`config.mk`:
```
export PLATFORM = sky130hd
export DESIGN_NAME = amc_mode_cal_ctrl
export DESIGN_NICKNAME = d
export VERILOG_FILES = /design/src/logic/amc_pkg.sv /design/src/logic/amc_cal_if.sv /design/src/logic/amc_cal_seq.sv /design/src/logic/amc_out_coder.sv /design/src/logic/amc_mode_cal_ctrl.sv
export SDC_FILE = /design/constraint.sdc
export NUM_CORES = 1
export LEC_CHECK = 0
export ABC_AREA = 1
export BUFFER_PORTS_ARGS = -buffer_cell sky130_fd_sc_hd__buf_2
export CELL_PAD_IN_SITES_DETAIL_PLACEMENT = 1
export CELL_PAD_IN_SITES_GLOBAL_PLACEMENT = 1
export CORE_MARGIN = 3
export CORE_UTILIZATION = 42
export CTS_BUF_LIST = sky130_fd_sc_hd__clkbuf_16
export DETAILED_ROUTE_END_ITERATION = 6
export PLACE_DENSITY_LB_ADDON = 0.1
export SLEW_MARGIN = 20
export SYNTH_ARGS = -nofsm -noshare
export SYNTH_HDL_FRONTEND = slang
export SYNTH_SLANG_ARGS = --single-unit
```
`constraint.sdc`:
```
create_clock -name clock -period 3.5 [get_ports clock]
set_input_delay 0 -clock clock [delete_from_list [all_inputs] [get_ports clock]]
set_output_delay 0 -clock clock [all_outputs]
set_load 0.02 [all_outputs]
```
`src/logic/amc_pkg.sv`:
```
`default_nettype none
package amc_pkg;
	// ----------------------------------------------------------------
	// Register geometry
	// ----------------------------------------------------------------
	localparam int unsigned MODE_W       = 16;
	localparam logic [15:0] MODE_RESET   = 16'h0174;
	localparam int unsigned MODE_MSB     = 15;
	localparam int unsigned MODE_LSB     = 13;
	localparam int unsigned UNIPOLAR_BIT = 12;
	localparam int unsigned PORT_EN_BIT  = 11;
	localparam int unsigned PORT_HI_BIT  = 10;
	localparam int unsigned PORT_LO_BIT  = 9;
	localparam int unsigned RANGE_MSB    = 6;
	localparam int unsigned RANGE_LSB    = 4;
	localparam int unsigned CHAN_MSB     = 2;
	localparam int unsigned CHAN_LSB     = 0;
	localparam int unsigned RANGE_W      = 3;
	localparam int unsigned CHAN_W       = 3;

	// Mode code bits: top bit marks a calibration, low bit full scale
	localparam int unsigned CAL_FLAG  = 2;
	localparam int unsigned GAIN_FLAG = 0;

	// ----------------------------------------------------------------
	// Data path and calibration store
	// ----------------------------------------------------------------
	localparam int unsigned DATA_W          = 24;
	localparam int unsigned CAL_SAMPLES_DEF = 16;
	localparam logic [23:0] OFFSET_RESET    = 24'h000000;
	localparam logic [23:0] GAIN_RESET      = 24'h000000;

	typedef enum logic [2:0] {
		MODE_SYNC    = 3'b000,
		MODE_CONT    = 3'b001,
		MODE_SINGLE  = 3'b010,
		MODE_STANDBY = 3'b011,
		MODE_ZS_SELF = 3'b100,
		MODE_FS_SELF = 3'b101,
		MODE_ZS_SYS  = 3'b110,
		MODE_FS_SYS  = 3'b111
	} amc_mode_e;

	typedef enum logic [0:0] {
		CAL_IDLE = 1'b0,
		CAL_RUN  = 1'b1
	} amc_cal_state_e;
endpackage: amc_pkg
`default_nettype wire

```
`src/logic/amc_cal_if.sv`:
```
`default_nettype none
interface amc_cal_if #(
	parameter int unsigned DW = 24
);
	logic          start;
	logic          abort;
	logic          busy;
	logic          done;
	logic [DW-1:0] result;

	// Mode control side and sequencer side
	modport ctrl (output start, output abort,
		input busy, input done, input result);
	modport seq (input start, input abort,
		output busy, output done, output result);
endinterface: amc_cal_if
`default_nettype wire

```
`src/logic/amc_cal_seq.sv`:
```
`default_nettype none
module amc_cal_seq
	import amc_pkg::*;
#(
	parameter int unsigned DW      = DATA_W,
	parameter int unsigned SAMPLES = CAL_SAMPLES_DEF
)(
	input  wire logic          clock,
	input  wire logic          arst_n,
	input  wire logic          sampleValid,
	input  wire logic [DW-1:0] sampleData,
	amc_cal_if.seq             cal
);
	// Averaging by shift, so SAMPLES must be a power of two, at least 2
	localparam int unsigned   SH   = $clog2(SAMPLES);
	localparam int unsigned   AW   = DW + SH;
	localparam logic [SH-1:0] LAST = SH'(SAMPLES - 1);

	amc_cal_state_e stateReg;
	amc_cal_state_e stateNext;
	logic [SH-1:0]  cntReg;
	logic [SH-1:0]  cntNext;
	logic [AW-1:0]  accReg;
	logic [AW-1:0]  accNext;
	logic [AW-1:0]  sum;
	logic           doneNow;

	// ----------------------------------------------------------------
	// Sample accumulation
	// ----------------------------------------------------------------
	// A start restarts from scratch; an abort drops the partial sum
	always_comb begin
		stateNext = stateReg;
		cntNext   = cntReg;
		accNext   = accReg;
		doneNow   = 1'b0;
		sum       = accReg + {{SH{sampleData[DW-1]}}, sampleData};
		if (cal.start) begin
			stateNext = CAL_RUN;
			cntNext   = '0;
			accNext   = '0;
		end else if (cal.abort) begin
			stateNext = CAL_IDLE; // [RULE15]
		end else begin
			unique case (stateReg)
				CAL_IDLE: begin
				end
				CAL_RUN: begin
					if (sampleValid) begin
						accNext = sum;
						if (cntReg == LAST) begin
							doneNow   = 1'b1;
							stateNext = CAL_IDLE;
						end else begin
							cntNext = cntReg + 1'b1;
						end
					end
				end
			endcase
		end
	end

	always_ff @(posedge clock or negedge arst_n) begin
		if (!arst_n) begin
			stateReg <= CAL_IDLE;
			cntReg   <= '0;
			accReg   <= '0;
		end else begin
			stateReg <= stateNext;
			cntReg   <= cntNext;
			accReg   <= accNext;
		end
	end

	assign cal.busy   = (stateReg == CAL_RUN);
	assign cal.done   = doneNow;
	assign cal.result = sum[SH +: DW]; // Mean of the window

	// An abandoned run goes idle at once and never reports
	chk_abort_goes_idle: assert property (@(posedge clock) // [RULE15]
		disable iff (!arst_n)
		(cal.abort && !cal.start) |-> !cal.done ##1 !cal.busy)
		else $error("aborted calibration still running");
endmodule: amc_cal_seq
`default_nettype wire

```
`src/logic/amc_out_coder.sv`:
```
`default_nettype none
module amc_out_coder
	import amc_pkg::*;
#(
	parameter int unsigned DW = DATA_W
)(
	input  wire logic          clock,
	input  wire logic          arst_n,
	input  wire logic          unipolar,
	input  wire logic          rawValid,
	input  wire logic [DW-1:0] rawData,
	output logic               codeValid,
	output logic [DW-1:0]      codeData
);
	localparam logic [DW-1:0] MSB_MASK = {1'b1, {(DW-1){1'b0}}};
	localparam logic [DW-1:0] POS_FULL = {1'b0, {(DW-1){1'b1}}};

	logic          validNext;
	logic [DW-1:0] dataNext;
	logic [DW-1:0] flipped;

	// ----------------------------------------------------------------
	// Output coding
	// ----------------------------------------------------------------
	// Bipolar is offset binary; unipolar clips below zero and doubles
	always_comb begin
		flipped   = rawData ^ MSB_MASK;
		validNext = rawValid;
		dataNext  = codeData;
		if (rawValid) begin
			if (!unipolar) begin
				dataNext = flipped; // [RULE9]
			end else if (rawData[DW-1]) begin
				dataNext = '0; // [RULE10]
			end else begin
				dataNext = {rawData[DW-2:0], rawData[DW-2]}; // [RULE10]
			end
		end
	end

	always_ff @(posedge clock or negedge arst_n) begin
		if (!arst_n) begin
			codeValid <= 1'b0;
			codeData  <= '0;
		end else begin
			codeValid <= validNext;
			codeData  <= dataNext;
		end
	end

	chk_bipolar_code: assert property (@(posedge clock) // [RULE9]
		disable iff (!arst_n)
		(rawValid && !unipolar) |=> codeData == $past(flipped))
		else $error("bipolar code is not offset binary");

	chk_unipolar_ends: assert property (@(posedge clock) // [RULE10]
		disable iff (!arst_n)
		(rawValid && unipolar && rawData == POS_FULL) |=> &codeData)
		else $error("unipolar full scale not all ones");

	chk_unipolar_zero: assert property (@(posedge clock) // [RULE10]
		disable iff (!arst_n)
		(rawValid && unipolar && (rawData[DW-1] || rawData == '0))
		|=> codeData == '0)
		else $error("unipolar zero or below not all zeros");
endmodule: amc_out_coder
`default_nettype wire

```
`src/logic/amc_mode_cal_ctrl.sv`:
```
// What this block does
// (RULE1) Standby mode code equals asserting standby pin
// (RULE2) Standby pin leaves stored mode field alone
// (RULE3) Zero self calibration writes offset, returns sync
// (RULE4) Full self calibration writes gain, returns sync
// (RULE5) Zero system calibration writes offset, returns sync
// (RULE6) Full system calibration writes gain, returns sync
// (RULE7) Ready pin and bit high while calibrating
// (RULE8) Host keeps input steady during system calibration
// (RULE9) Polarity bit zero gives offset binary codes
// (RULE10) Polarity bit one gives straight unipolar codes
// (RULE11) Port enable turns shared pins into outputs
// (RULE12) Mode write abandons current mode, starts new
// (RULE13) Sync mode or sync pin holds modulator
// (RULE14) Enabled port pins follow their stored bits
// (RULE15) Stores change only on completed calibration
`default_nettype none
module amc_mode_cal_ctrl
	import amc_pkg::*;
#(
	parameter int unsigned CAL_SAMPLES = CAL_SAMPLES_DEF
)(
	input  wire logic               clock,
	input  wire logic               arst_n,
	input  wire logic               regWrite,
	input  wire logic [MODE_W-1:0]  regWriteData,
	output logic      [MODE_W-1:0]  regReadData,
	input  wire logic               standbyPin_n,
	input  wire logic               syncPin_n,
	input  wire logic               sampleValid,
	input  wire logic [DATA_W-1:0]  sampleData,
	output logic                    ready_n,
	output logic                    readyStatusBit,
	output logic                    standbyActive,
	output logic                    modulatorHold,
	output logic                    inputShorted,
	output logic                    fullScaleRef,
	output logic      [CHAN_W-1:0]  channelSelect,
	output logic      [RANGE_W-1:0] rangeSelect,
	output logic      [DATA_W-1:0]  offsetCal,
	output logic      [DATA_W-1:0]  gainCal,
	output logic                    resultValid,
	output logic      [DATA_W-1:0]  resultCode,
	output logic                    sharedInput3PortHiOut,
	output logic                    sharedInput3PortHiOe,
	output logic                    sharedInput4PortLoOut,
	output logic                    sharedInput4PortLoOe
);
	// ----------------------------------------------------------------
	// State and decoded fields
	// ----------------------------------------------------------------
	logic [MODE_W-1:0] modeReg;
	logic [MODE_W-1:0] modeNext;
	logic [DATA_W-1:0] offsetReg;
	logic [DATA_W-1:0] offsetNext;
	logic [DATA_W-1:0] gainReg;
	logic [DATA_W-1:0] gainNext;
	amc_mode_e         modeField;
	amc_mode_e         writeMode;
	logic              calGain;
	logic              portEnable;
	logic              portBitHigh;
	logic              portBitLow;
	logic              unipolarSel;
	logic              filterValid;

	amc_cal_if #(.DW(DATA_W)) cal ();

	// Field views of the live register and of the incoming word
	assign modeField   = amc_mode_e'(modeReg[MODE_MSB:MODE_LSB]);
	assign writeMode   = amc_mode_e'(regWriteData[MODE_MSB:MODE_LSB]);
	assign calGain     = modeReg[MODE_LSB + GAIN_FLAG];
	assign portEnable  = modeReg[PORT_EN_BIT];
	assign portBitHigh = modeReg[PORT_HI_BIT];
	assign portBitLow  = modeReg[PORT_LO_BIT];
	assign unipolarSel = modeReg[UNIPOLAR_BIT];

	// ----------------------------------------------------------------
	// Calibration sequencer
	// ----------------------------------------------------------------
	// Any mode write cuts a running calibration short; a write that
	// names a calibration restarts the sequencer in the same edge
	assign cal.abort = regWrite; // [RULE12] [RULE15]
	assign cal.start = regWrite && writeMode[CAL_FLAG]; // [RULE12]

	amc_cal_seq #(
		.DW      (DATA_W),
		.SAMPLES (CAL_SAMPLES)
	) u_cal_seq (
		.clock       (clock),
		.arst_n      (arst_n),
		.sampleValid (sampleValid),
		.sampleData  (sampleData),
		.cal         (cal)
	);

	// Ready goes high with the start and low once back in sync
	assign ready_n        = cal.busy; // [RULE7]
	assign readyStatusBit = cal.busy; // [RULE7]

	// Self calibrations steer the front end internally; system ones
	// measure whatever the host applies, so its input must be steady
	assign inputShorted = cal.busy && modeField == MODE_ZS_SELF; // [RULE3]
	assign fullScaleRef = cal.busy && modeField == MODE_FS_SELF; // [RULE4]

	// Channel and gain reach the front end during calibration too
	assign channelSelect = modeReg[CHAN_MSB:CHAN_LSB]; // [RULE3]
	assign rangeSelect   = modeReg[RANGE_MSB:RANGE_LSB]; // [RULE3]

	// ----------------------------------------------------------------
	// Standby and sync
	// ----------------------------------------------------------------
	// Pins act alongside the field and never write it back
	assign standbyActive = modeField == MODE_STANDBY // [RULE1]
		|| !standbyPin_n; // [RULE2]
	assign modulatorHold = modeField == MODE_SYNC // [RULE13]
		|| !syncPin_n || standbyActive; // [RULE13]

	// ----------------------------------------------------------------
	// Mode register and calibration stores
	// ----------------------------------------------------------------
	// A host write wins over a finishing calibration; the sequencer
	// suppresses done whenever a write lands, so nothing is lost
	always_comb begin
		modeNext   = modeReg;
		offsetNext = offsetReg;
		gainNext   = gainReg;
		if (regWrite) begin
			modeNext = regWriteData; // [RULE12]
		end else if (cal.done) begin
			modeNext[MODE_MSB:MODE_LSB] = MODE_SYNC; // [RULE3] [RULE4]
			if (calGain) begin
				gainNext = cal.result; // [RULE4] [RULE6] [RULE15]
			end else begin
				offsetNext = cal.result; // [RULE3] [RULE5] [RULE15]
			end
		end
	end

	always_ff @(posedge clock or negedge arst_n) begin
		if (!arst_n) begin
			modeReg   <= MODE_RESET;
			offsetReg <= OFFSET_RESET;
			gainReg   <= GAIN_RESET;
		end else begin
			modeReg   <= modeNext;
			offsetReg <= offsetNext;
			gainReg   <= gainNext;
		end
	end

	assign regReadData = modeReg;
	assign offsetCal   = offsetReg;
	assign gainCal     = gainReg;

	// ----------------------------------------------------------------
	// Port pins
	// ----------------------------------------------------------------
	// Drivers off unless enabled, so the analog inputs stay usable
	assign sharedInput3PortHiOe  = portEnable; // [RULE11]
	assign sharedInput4PortLoOe  = portEnable; // [RULE11]
	assign sharedInput3PortHiOut = portEnable && portBitHigh; // [RULE14]
	assign sharedInput4PortLoOut = portEnable && portBitLow; // [RULE14]

	// ----------------------------------------------------------------
	// Result coding
	// ----------------------------------------------------------------
	// Only true conversions are coded; calibration samples stay inside
	assign filterValid = sampleValid && !modulatorHold && !cal.busy;

	amc_out_coder #(
		.DW (DATA_W)
	) u_out_coder (
		.clock     (clock),
		.arst_n    (arst_n),
		.unipolar  (unipolarSel),
		.rawValid  (filterValid),
		.rawData   (sampleData),
		.codeValid (resultValid),
		.codeData  (resultCode)
	);

	// ----------------------------------------------------------------
	// Checks
	// ----------------------------------------------------------------
	chk_standby_entry: assert property (@(posedge clock) // [RULE1]
		disable iff (!arst_n)
		(modeField == MODE_STANDBY || !standbyPin_n)
		|-> standbyActive && modulatorHold)
		else $error("standby not entered");

	chk_standby_keeps: assert property (@(posedge clock) // [RULE2]
		disable iff (!arst_n)
		(!standbyPin_n && !regWrite && !cal.done) |=> $stable(modeReg))
		else $error("standby pin altered mode field");

	chk_offset_update: assert property (@(posedge clock) // [RULE3]
		disable iff (!arst_n)
		(cal.done && !calGain)
		|=> offsetCal == $past(cal.result) && $stable(gainCal)
			&& modeField == MODE_SYNC)
		else $error("zero scale calibration did not update offset");

	chk_gain_update: assert property (@(posedge clock) // [RULE4]
		disable iff (!arst_n)
		(cal.done && calGain)
		|=> gainCal == $past(cal.result) && $stable(offsetCal)
			&& modeField == MODE_SYNC)
		else $error("full scale calibration did not update gain");

	chk_system_offset: assert property (@(posedge clock) // [RULE5]
		disable iff (!arst_n)
		(cal.done && modeField == MODE_ZS_SYS)
		|=> offsetCal == $past(cal.result) && !ready_n
			&& regReadData[MODE_MSB:MODE_LSB] == MODE_SYNC)
		else $error("system zero calibration did not update offset");

	chk_system_gain: assert property (@(posedge clock) // [RULE6]
		disable iff (!arst_n)
		(cal.done && modeField == MODE_FS_SYS)
		|=> gainCal == $past(cal.result) && !ready_n
			&& regReadData[MODE_MSB:MODE_LSB] == MODE_SYNC)
		else $error("system full calibration did not update gain");

	chk_ready_rises: assert property (@(posedge clock) // [RULE7]
		disable iff (!arst_n)
		(regWrite && writeMode[CAL_FLAG]) |=> ready_n && readyStatusBit)
		else $error("ready did not rise at calibration start");

	chk_ready_falls: assert property (@(posedge clock) // [RULE7]
		disable iff (!arst_n)
		cal.done |=> !ready_n && !readyStatusBit && modulatorHold)
		else $error("ready did not fall at calibration end");

	chk_mode_write: assert property (@(posedge clock) // [RULE12]
		disable iff (!arst_n)
		regWrite |=> regReadData == $past(regWriteData))
		else $error("mode write not taken immediately");

	chk_write_aborts: assert property (@(posedge clock) // [RULE12]
		disable iff (!arst_n)
		(regWrite && !writeMode[CAL_FLAG]) |=> !ready_n)
		else $error("mode write did not end calibration");

	chk_sync_hold: assert property (@(posedge clock) // [RULE13]
		disable iff (!arst_n)
		(modeField == MODE_SYNC || !syncPin_n)
		|-> modulatorHold ##1 !resultValid)
		else $error("sync did not hold the modulator");

	chk_port_drive: assert property (@(posedge clock) // [RULE11]
		disable iff (!arst_n)
		portEnable |-> sharedInput3PortHiOe && sharedInput4PortLoOe
			&& sharedInput3PortHiOut == modeReg[PORT_HI_BIT]
			&& sharedInput4PortLoOut == modeReg[PORT_LO_BIT])
		else $error("port pins not driven from port bits"); // [RULE14]

	chk_port_release: assert property (@(posedge clock) // [RULE11]
		disable iff (!arst_n)
		!portEnable |-> !sharedInput3PortHiOe && !sharedInput4PortLoOe)
		else $error("port drivers on while disabled");

	chk_store_guard: assert property (@(posedge clock) // [RULE15]
		disable iff (!arst_n)
		!cal.done |=> $stable(offsetCal) && $stable(gainCal))
		else $error("calibration store changed without completion");

	// Front end steering follows the requested calibration kind
	chk_short_input: assert property (@(posedge clock) // [RULE3]
		disable iff (!arst_n)
		(regWrite && writeMode == MODE_ZS_SELF)
		|=> inputShorted && !fullScaleRef)
		else $error("zero self calibration did not short the input");

	chk_full_ref: assert property (@(posedge clock) // [RULE4]
		disable iff (!arst_n)
		(regWrite && writeMode == MODE_FS_SELF)
		|=> fullScaleRef && !inputShorted)
		else $error("full self calibration did not select the reference");

	chk_front_idle: assert property (@(posedge clock) // [RULE3]
		disable iff (!arst_n)
		!ready_n |-> !inputShorted && !fullScaleRef)
		else $error("front end steered while not calibrating");

	chk_fields_follow: assert property (@(posedge clock) // [RULE3]
		disable iff (!arst_n)
		regWrite |=> channelSelect == $past(regWriteData[CHAN_MSB:CHAN_LSB])
			&& rangeSelect == $past(regWriteData[RANGE_MSB:RANGE_LSB]))
		else $error("channel or gain not taken from the mode write");

	// Ready must not drop early, or the host reads a stale store
	chk_ready_holds: assert property (@(posedge clock) // [RULE7]
		disable iff (!arst_n)
		(ready_n && !regWrite && !cal.done) |=> ready_n && readyStatusBit)
		else $error("ready fell before calibration completed");

	chk_sync_keeps: assert property (@(posedge clock) // [RULE13]
		disable iff (!arst_n)
		(!syncPin_n && !regWrite && !cal.done) |=> $stable(modeReg))
		else $error("sync pin altered mode field");

	chk_port_hold: assert property (@(posedge clock) // [RULE14]
		disable iff (!arst_n)
		(portEnable && !regWrite) |=> $stable(sharedInput3PortHiOut)
			&& $stable(sharedInput4PortLoOut))
		else $error("port pin level changed without a write");
endmodule: amc_mode_cal_ctrl
`default_nettype wire

```
==> impl_metrics.env, run 1 <==
export IMPL_setup_violations=0
export IMPL_min_period_ns=2.80
export IMPL_fin_util=0.554
export IMPL_synthArstFlopShare=1.00
export IMPL_tightest_slew_ns=0.880
export IMPL_power_density_mw_per_mm2=521
export IMPL_initial_core_util=0.437
export IMPL_irDropWorstVdd_mv=0.363
export IMPL_p_int_mw=2.99
export IMPL_routed_via_density=5.03
export IMPL_insertion_delay_ns=0.43
export IMPL_syn_to_final_growth_pct=26.8
export IMPL_crit_top_cell="nand2_1"
export IMPL_syn_inst=988
export IMPL_port_buffers=150
export IMPL_synth_seq_cells=122
export IMPL_detail_route_wl_per_cell_um=17.1
export IMPL_overflow=0
export IMPL_drtIter0Drc=290
export IMPL_diodes=0
export IMPL_ys_flop_type="dfrtp_1"
export IMPL_p_sw_frac=0.361
export IMPL_worstSetupStartpointType="flip-flop"
export IMPL_drtPass1Iterations=4
export IMPL_arrival_ns=3.15
export IMPL_wl_um=24100
export IMPL_status="complete, but fails checks"
export IMPL_grt_start_max_net_pins=64
export IMPL_clk_pin_slew_worst_paths_ns=0.06
export IMPL_grt_usage=0.272
export IMPL_synth_top_cell_by_area="dfrtp_1"
export IMPL_post_layout_nonfiller_instances=1407
export IMPL_layout_nets=1253
export IMPL_hold_class="input pin to flip-flop"
export IMPL_die_w_um=136
export IMPL_first_global_vias=7568
export IMPL_coreArea_sq_mm=0.0162
export IMPL_crit_chain="nand2_1 -> o22ai_1 -> dlygate4sd3_1 -> nand2_1 -> nand2_1"
export IMPL_fmax_mhz=357
export IMPL_cts_sinks=122
export IMPL_rows=46
export IMPL_period_share=0.800
export IMPL_cts_buffer_depth=2
export IMPL_remaining_drc_errors=0
export IMPL_multi_input_area_sq_mm=0.00330
export IMPL_finalHoldViolCount=1
export IMPL_skew_ns=0.0222
export IMPL_cp_max_fo=26
export IMPL_regArea_sq_mm=0.00306
export IMPL_cts_max_level=4
export IMPL_avgSynthCellArea_sq_um=7.15
export IMPL_rsz0062_at_grt="no"
export IMPL_p_seq_frac=0.360
export IMPL_chipHeight_um=136
export IMPL_worstPathRequired_ns=3.85
export IMPL_drv_cap=0
export IMPL_numCtsBuffers=17
export IMPL_design_area_sq_mm=0.00896
export IMPL_vias=7071
export IMPL_p_leak_nw=5.37
export IMPL_cp_end_kind="flip-flop"
export IMPL_antenna_found_initial=0
export IMPL_hpwl_um=17100
export IMPL_p_switching_mw=1.68
export IMPL_clkPwrFrac=0.341
export IMPL_drv_slew=0
export IMPL_ys_types=37
export IMPL_ys_warn_count=0
export IMPL_synth_top_area_share=0.414
export IMPL_grt_pass1_wl_um=39000
export IMPL_pin_count=151
export IMPL_ant_nets=0
export IMPL_relSlewSlack=0.413
export IMPL_synth_area_sq_mm=0.00707
export IMPL_crit_slowest_cell="dfrtp_1"
export IMPL_path_class="flip-flop to flip-flop"
export IMPL_fillCellCount=2157
export IMPL_combPwrFrac=0.299
export IMPL_cts_root_buf="clkbuf_16"
export IMPL_layout_drive_gt1_share=0.174
export IMPL_synthTopCellsByArea="dfrtp_1, nand2_1, inv_1, ha_1, nand3_1"
export IMPL_synth_edf_count=0
export IMPL_dpl_cell_count=1327
export IMPL_slowest_delay_ns=0.91
export IMPL_failed_checks="negative hold slack"
export IMPL_syn_nets=1063
export IMPL_fp_dieArea_sq_mm=0.0184
export IMPL_synth_seq_area_share=0.433
export IMPL_place_area_sq_mm=0.00796
export IMPL_tritoncts="done"
export IMPL_routabilityCongestion=0.852
export IMPL_setup_tns_final_ns=0
export IMPL_hold_slack_ns=-0.000413
-- kinds of logic (layout without fill, tap and decap cells) --
kind of cell / count (synthesis) / in the layout / share of synthesized area
buf+inv: 169 / 372 / 0.100
fa+ha+maj: 29 / 29 / 0.0524
compound gates: 77 / 77 / 0.0659
xor+xnor: 13 / 13 / 0.0161
flops: 122 / 122 / 0.433
simple gates: 578 / 578 / 0.333
-- cells in the final DEF, fill, tap and decap left out, types with 3 or more instances in the layout --
master / n
nand2_1: 449
buf_2: 149
inv_1: 131
dfrtp_1: 117
nand3_1: 68
dlygate4sd3_1: 48
nor2_1: 38
ha_1: 28
o22ai_1: 24
o21ai_0: 23
clkbuf_16: 17
a21oi_1: 16
buf_4: 8
nand3b_1: 7
xnor2_1: 7
inv_2: 6
xor2_1: 6
o21ai_2: 6
nand4_1: 5
dfstp_2: 5
clkinv_1: 4
clkinv_2: 4
clkinvlp_4: 3
-- flip-flops by register name (all words and copies together) (netlist names) --
| signal | count |
|---|---|
| u_cal_seq.cal.busy | 1 |
| u_cal_seq.cntReg | 4 |
| u_cal_seq.accReg | 28 |
| gainCal | 24 |
| offsetCal | 24 |
| u_out_coder.codeValid | 1 |
| u_out_coder.codeData | 24 |
| regReadData | 16 |
-- area by class of cell --
class / count / area share
clock buffers: 17 / 0.0475
clock inverters: 15 / 0.0110
inverters: 134 / 0.0561
multi-input cells: 697 / 0.368
flip-flops and latches: 122 / 0.341
well taps: 216 / 0.0302
repair buffers: 206 / 0.146
-- synth_stat cells (2+ instances only) --
cell	n
and2_1	2
o22ai_1	24
clkbuf_1	14
nand2_1	449
buf_2	7
nor3_4	2
nor4_1	2
buf_4	11
nor2_1	38
o21ai_2	6
dfstp_2	5
xor2_1	6
inv_1	127
a21o_1	2
inv_2	6
nand3_1	68
a21oi_1	16
o21ai_0	23
dfrtp_1	117
xnor2_1	7
ha_1	28
nand4_1	5
buf_6	3
nand3b_1	7
-- worst max-delay path, delay by kind of cell (launching register included) --
family	cells	cell delay [ns]
DFF	1	0.91
AOI/OAI and AO/OA	1	0.28
buffers and inverters	1	0.60
and+or+nand+nor	3	0.91
-- final timing paths --
kind | from | cells past startpoint | to | slack, ns
min reg2reg | u_out_coder.codeData[0]$_DFFE_PN0P_ | 2 | u_out_coder.codeData[0]$_DFFE_PN0P_ | 0.47
max | regReadData[12]$_DFFE_PN0P_ | 5 | u_out_coder.codeData[10]$_DFFE_PN0P_ | 0.70
min | sampleData[22] | 3 | u_out_coder.codeData[23]$_DFFE_PN0P_ | -0.0004
max in group asynchronous | arst_n | 3 | gainCal[10]$_DFFE_PN0P_ | 2.50
max reg2reg | regReadData[12]$_DFFE_PN0P_ | 5 | u_out_coder.codeData[10]$_DFFE_PN0P_ | 0.70
min in group asynchronous | arst_n | 2 | u_out_coder.codeData[7]$_DFFE_PN0P_ | 0.19
-- power by group through the flow --
stage	sequential (mW)	combinational [mW]	clock, mW
after floorplan	1.79	0.798	0
after global placement	1.70	1.29	0
after detailed placement	1.70	1.32	0
after CTS	1.68	1.39	1.61
after global routing	1.70	1.56	1.69
final	1.68	1.40	1.59
-- stage by stage --
step           power, mW  setup slack, ns
2_1_floorplan       2.59             1.64
3_3_place_gp        2.99             1.20
3_5_place_dp        3.02             1.04
4_1_cts             4.68            0.914
5_1_grt             4.95            0.532
6_report            4.67            0.702
-- metal layers --
layer | GRT usage | up-vias | wire [um]
met2 | 0.493 | 148 | 12300
met4 | 0.0862 | 0 | 580
li1 | - | 3437 | -
met5 | 0 | - | 0
met3 | 0.0446 | 42 | 920
met1 | 0.330 | 3444 | 10300
-- repair_timing --
item / CTS / global route
buffers inserted: 0 / 0
hold endpoints to repair: 86 / 0
gates resized for setup: 0 / 0
hold buffers: 48 / 0
Note: power is estimated with default switching activity, not from simulation.
==> inputs of run 2 (changes only) <==
ABC_AREA = 0   (was 1)
CORE_UTILIZATION = 37   (was 42)
clock period = 2.48 ns   (was 3.5 ns; I/O delays follow)
==> run 2 against run 1 <==
Net effect:
- the flow finishes with violations (negative setup slack)
- utilization is 0.052 points lower
- global-route usage fell by 4.0 points
- clock power is 42% higher
- design area grew 4.6%
- cell count fell by 17%
- largest cell class unchanged
==> impl_metrics.env, run 2 <==
export IMPL_synthTopCellsByArea="dfrtp_1, o21ai_0, nand2_1, ha_1, a21oi_1"
export IMPL_p_leak_nw=4.60
export IMPL_overflow=0
export IMPL_worstPathRequired_ns=2.84
export IMPL_rows=47
export IMPL_detail_route_wl_per_cell_um=19.6
export IMPL_coreArea_sq_mm=0.0169
export IMPL_vias=6343
export IMPL_syn_nets=763
export IMPL_cts_root_buf="clkbuf_16"
export IMPL_diodes=0
export IMPL_period_share=1.10
export IMPL_first_global_vias=6864
export IMPL_drv_slew=0
export IMPL_cts_buffer_depth=2
export IMPL_relSlewSlack=0.380
export IMPL_drtIter0Drc=286
export IMPL_irDropWorstVdd_mv=0.518
export IMPL_regArea_sq_mm=0.00306
export IMPL_synth_area_sq_mm=0.00652
export IMPL_wl_um=22800
export IMPL_tightest_slew_ns=0.930
export IMPL_total_power_mw=7.12
export IMPL_avgSynthCellArea_sq_um=9.47
export IMPL_cp_end_kind="flip-flop"
export IMPL_hpwl_um=15800
export IMPL_cts_max_level=4
export IMPL_routabilityCongestion=0.843
export IMPL_multi_input_area_sq_mm=0.00367
export IMPL_synth_top_area_share=0.449
export IMPL_ys_types=57
export IMPL_failed_checks="negative setup slack"
export IMPL_synth_most_common_cell="dfrtp_1"
export IMPL_ant_nets=0
export IMPL_remaining_drc_errors=0
export IMPL_grt_usage=0.232
export IMPL_skew_ns=0.00696
export IMPL_setup_violations=31
export IMPL_numCtsBuffers=17
export IMPL_layout_commonest_cell="buf_2"
export IMPL_syn_inst=688
export IMPL_layout_drive_gt1_share=0.376
export IMPL_grt_pass1_wl_um=36300
export IMPL_synth_seq_cells=122
export IMPL_finalHoldViolCount=0
export IMPL_routed_via_density=5.44
export IMPL_pre_cts_ws_ns=-0.354
export IMPL_fp_dieArea_sq_mm=0.0192
export IMPL_cts_sinks=122
export IMPL_rsz0062_at_grt="yes"
export IMPL_clk_pin_slew_worst_paths_ns=0.06
export IMPL_layout_nets=1007
export IMPL_drtPass1Iterations=4
export IMPL_largest_register_ffs=28
export IMPL_initial_core_util=0.385
export IMPL_synth_seq_area_share=0.469
export IMPL_grt_start_max_net_pins=53
export IMPL_status="complete, but fails checks"
export IMPL_hold_class="input pin to flip-flop"
export IMPL_combPwrFrac=0.351
export IMPL_max_flop_register="u_cal_seq.accReg"
export IMPL_worst_slack_ns=-0.247
export IMPL_p_seq_frac=0.333
export IMPL_syn_to_final_growth_pct=43.9
export IMPL_worstSetupStartpointType="flip-flop"
export IMPL_setup_tns_final_ns=-4.70
export IMPL_mostFrequentLayoutCells="buf_2, dfrtp_1, nand2_1, buf_4, o21ai_0"
export IMPL_fillCellCount=1910
export IMPL_ys_flop_type="dfrtp_1"
export IMPL_cp_max_fo=6
export IMPL_ys_warn_count=0
export IMPL_p_int_mw=4.55
export IMPL_drv_cap=0
export IMPL_power_density_mw_per_mm2=759
export IMPL_chipHeight_um=139
export IMPL_die_w_um=139
export IMPL_insertion_delay_ns=0.42
export IMPL_synth_top_cell_by_area="dfrtp_1"
export IMPL_arrival_ns=3.08
export IMPL_p_switching_mw=2.57
export IMPL_path_class="flip-flop to flip-flop"
export IMPL_antenna_found_initial=0
export IMPL_synthTopCellsByCount="dfrtp_1, nand2_1, o21ai_0"
export IMPL_hold_slack_ns=0.0199
export IMPL_fmax_mhz=367
export IMPL_synth_edf_count=0
export IMPL_p_sw_frac=0.361
export IMPL_clkPwrFrac=0.316
export IMPL_tritoncts="done"
export IMPL_pin_count=151
export IMPL_ff2ff_setup_slack_ns=-0.25
export IMPL_port_buffers=150
export IMPL_min_period_ns=2.73
export IMPL_synthArstFlopShare=1.00
[run 2: cell families after synthesis]
family                     synth area share
and+or+nand+nor                       0.172
AOI/OAI and AO/OA                     0.200
DFF                                   0.469
buffers and inverters                0.0374
adders and majority gates            0.0568
muxes                                0.0386
xor gates and xnor gates             0.0255
[run 2: layout make-up]
type,instances,area share
multi-input combinational,511,0.391
sequential,122,0.326
timing repair buffer,273,0.194
clock buffer,17,0.0454
tap,220,0.0294
clock inverter,15,0.0111
inverter,7,0.00280
[run 2: critical path, cell delays in order (launching register included)]
cell and delay (ns):
dfrtp_1 0.36, ha_2 0.19, inv_2 0.04, fa_2 0.36
nor2b_2 0.14, o211ai_1 0.12, a2111oi_2 0.36, buf_4 0.21
o311ai_4 0.11, a211o_4 0.39, a211o_1 0.31, nand3_2 0.05
[run 2: worst paths after layout]
kind	cells past startpoint	to	startpoint
max in group asynchronous	3	u_cal_seq.accReg[20]$_DFFE_PN0P_	arst_n
worst min-delay path	3	u_out_coder.codeData[23]$_DFFE_PN0P_	sampleData[23]
worst max register to register	11	u_cal_seq.accReg[20]$_DFFE_PN0P_	u_cal_seq.accReg[0]$_DFFE_PN0P_
min in group asynchronous	2	u_out_coder.codeValid$_DFF_PN0_	arst_n
worst max-delay path	11	u_cal_seq.accReg[20]$_DFFE_PN0P_	u_cal_seq.accReg[0]$_DFFE_PN0P_
worst min register to register	2	u_out_coder.codeData[18]$_DFFE_PN0P_	u_out_coder.codeData[18]$_DFFE_PN0P_
[run 2: timing repair]
action | in CTS | in global routing
resized for setup | 53 | 53
hold buffers | 39 | 0
setup buffers | 8 | 8
cloned | 0 | 0
pin swaps | 37 | 25
setup endpoints to repair | 41 | 46
hold endpoints to repair | 82 | 0
[run 2: through the flow]
stage | cell area (sq um) | cells | utilization
after floorplan | 6540 | 688 | -
after detailed placement | 7920 | 1084 | 0.468
after global placement | 7920 | 1084 | 0.468
final | 9380 | 1165 | 0.554
after CTS | 9100 | 1161 | 0.537
after global routing | 9380 | 1165 | 0.554
[run 2: power groups by stage]
stage / registers (mW) / logic (mW) / clock network [mW]
global placement: 2.38 / 2.03 / 0
floorplan: 2.54 / 1.04 / 0
global route: 2.40 / 2.72 / 2.39
finish: 2.37 / 2.50 / 2.25
CTS: 2.37 / 2.32 / 2.29
detailed placement: 2.40 / 2.10 / 0
[run 2: layer usage]
| layer | track usage | share of wire |
|---|---|---|
| met1 | 0.297 | 0.45 |
| met2 | 0.396 | 0.49 |
| met3 | 0.0528 | 0.050 |
| met4 | 0.0654 | 0.014 |
| met5 | 0 | 0 |
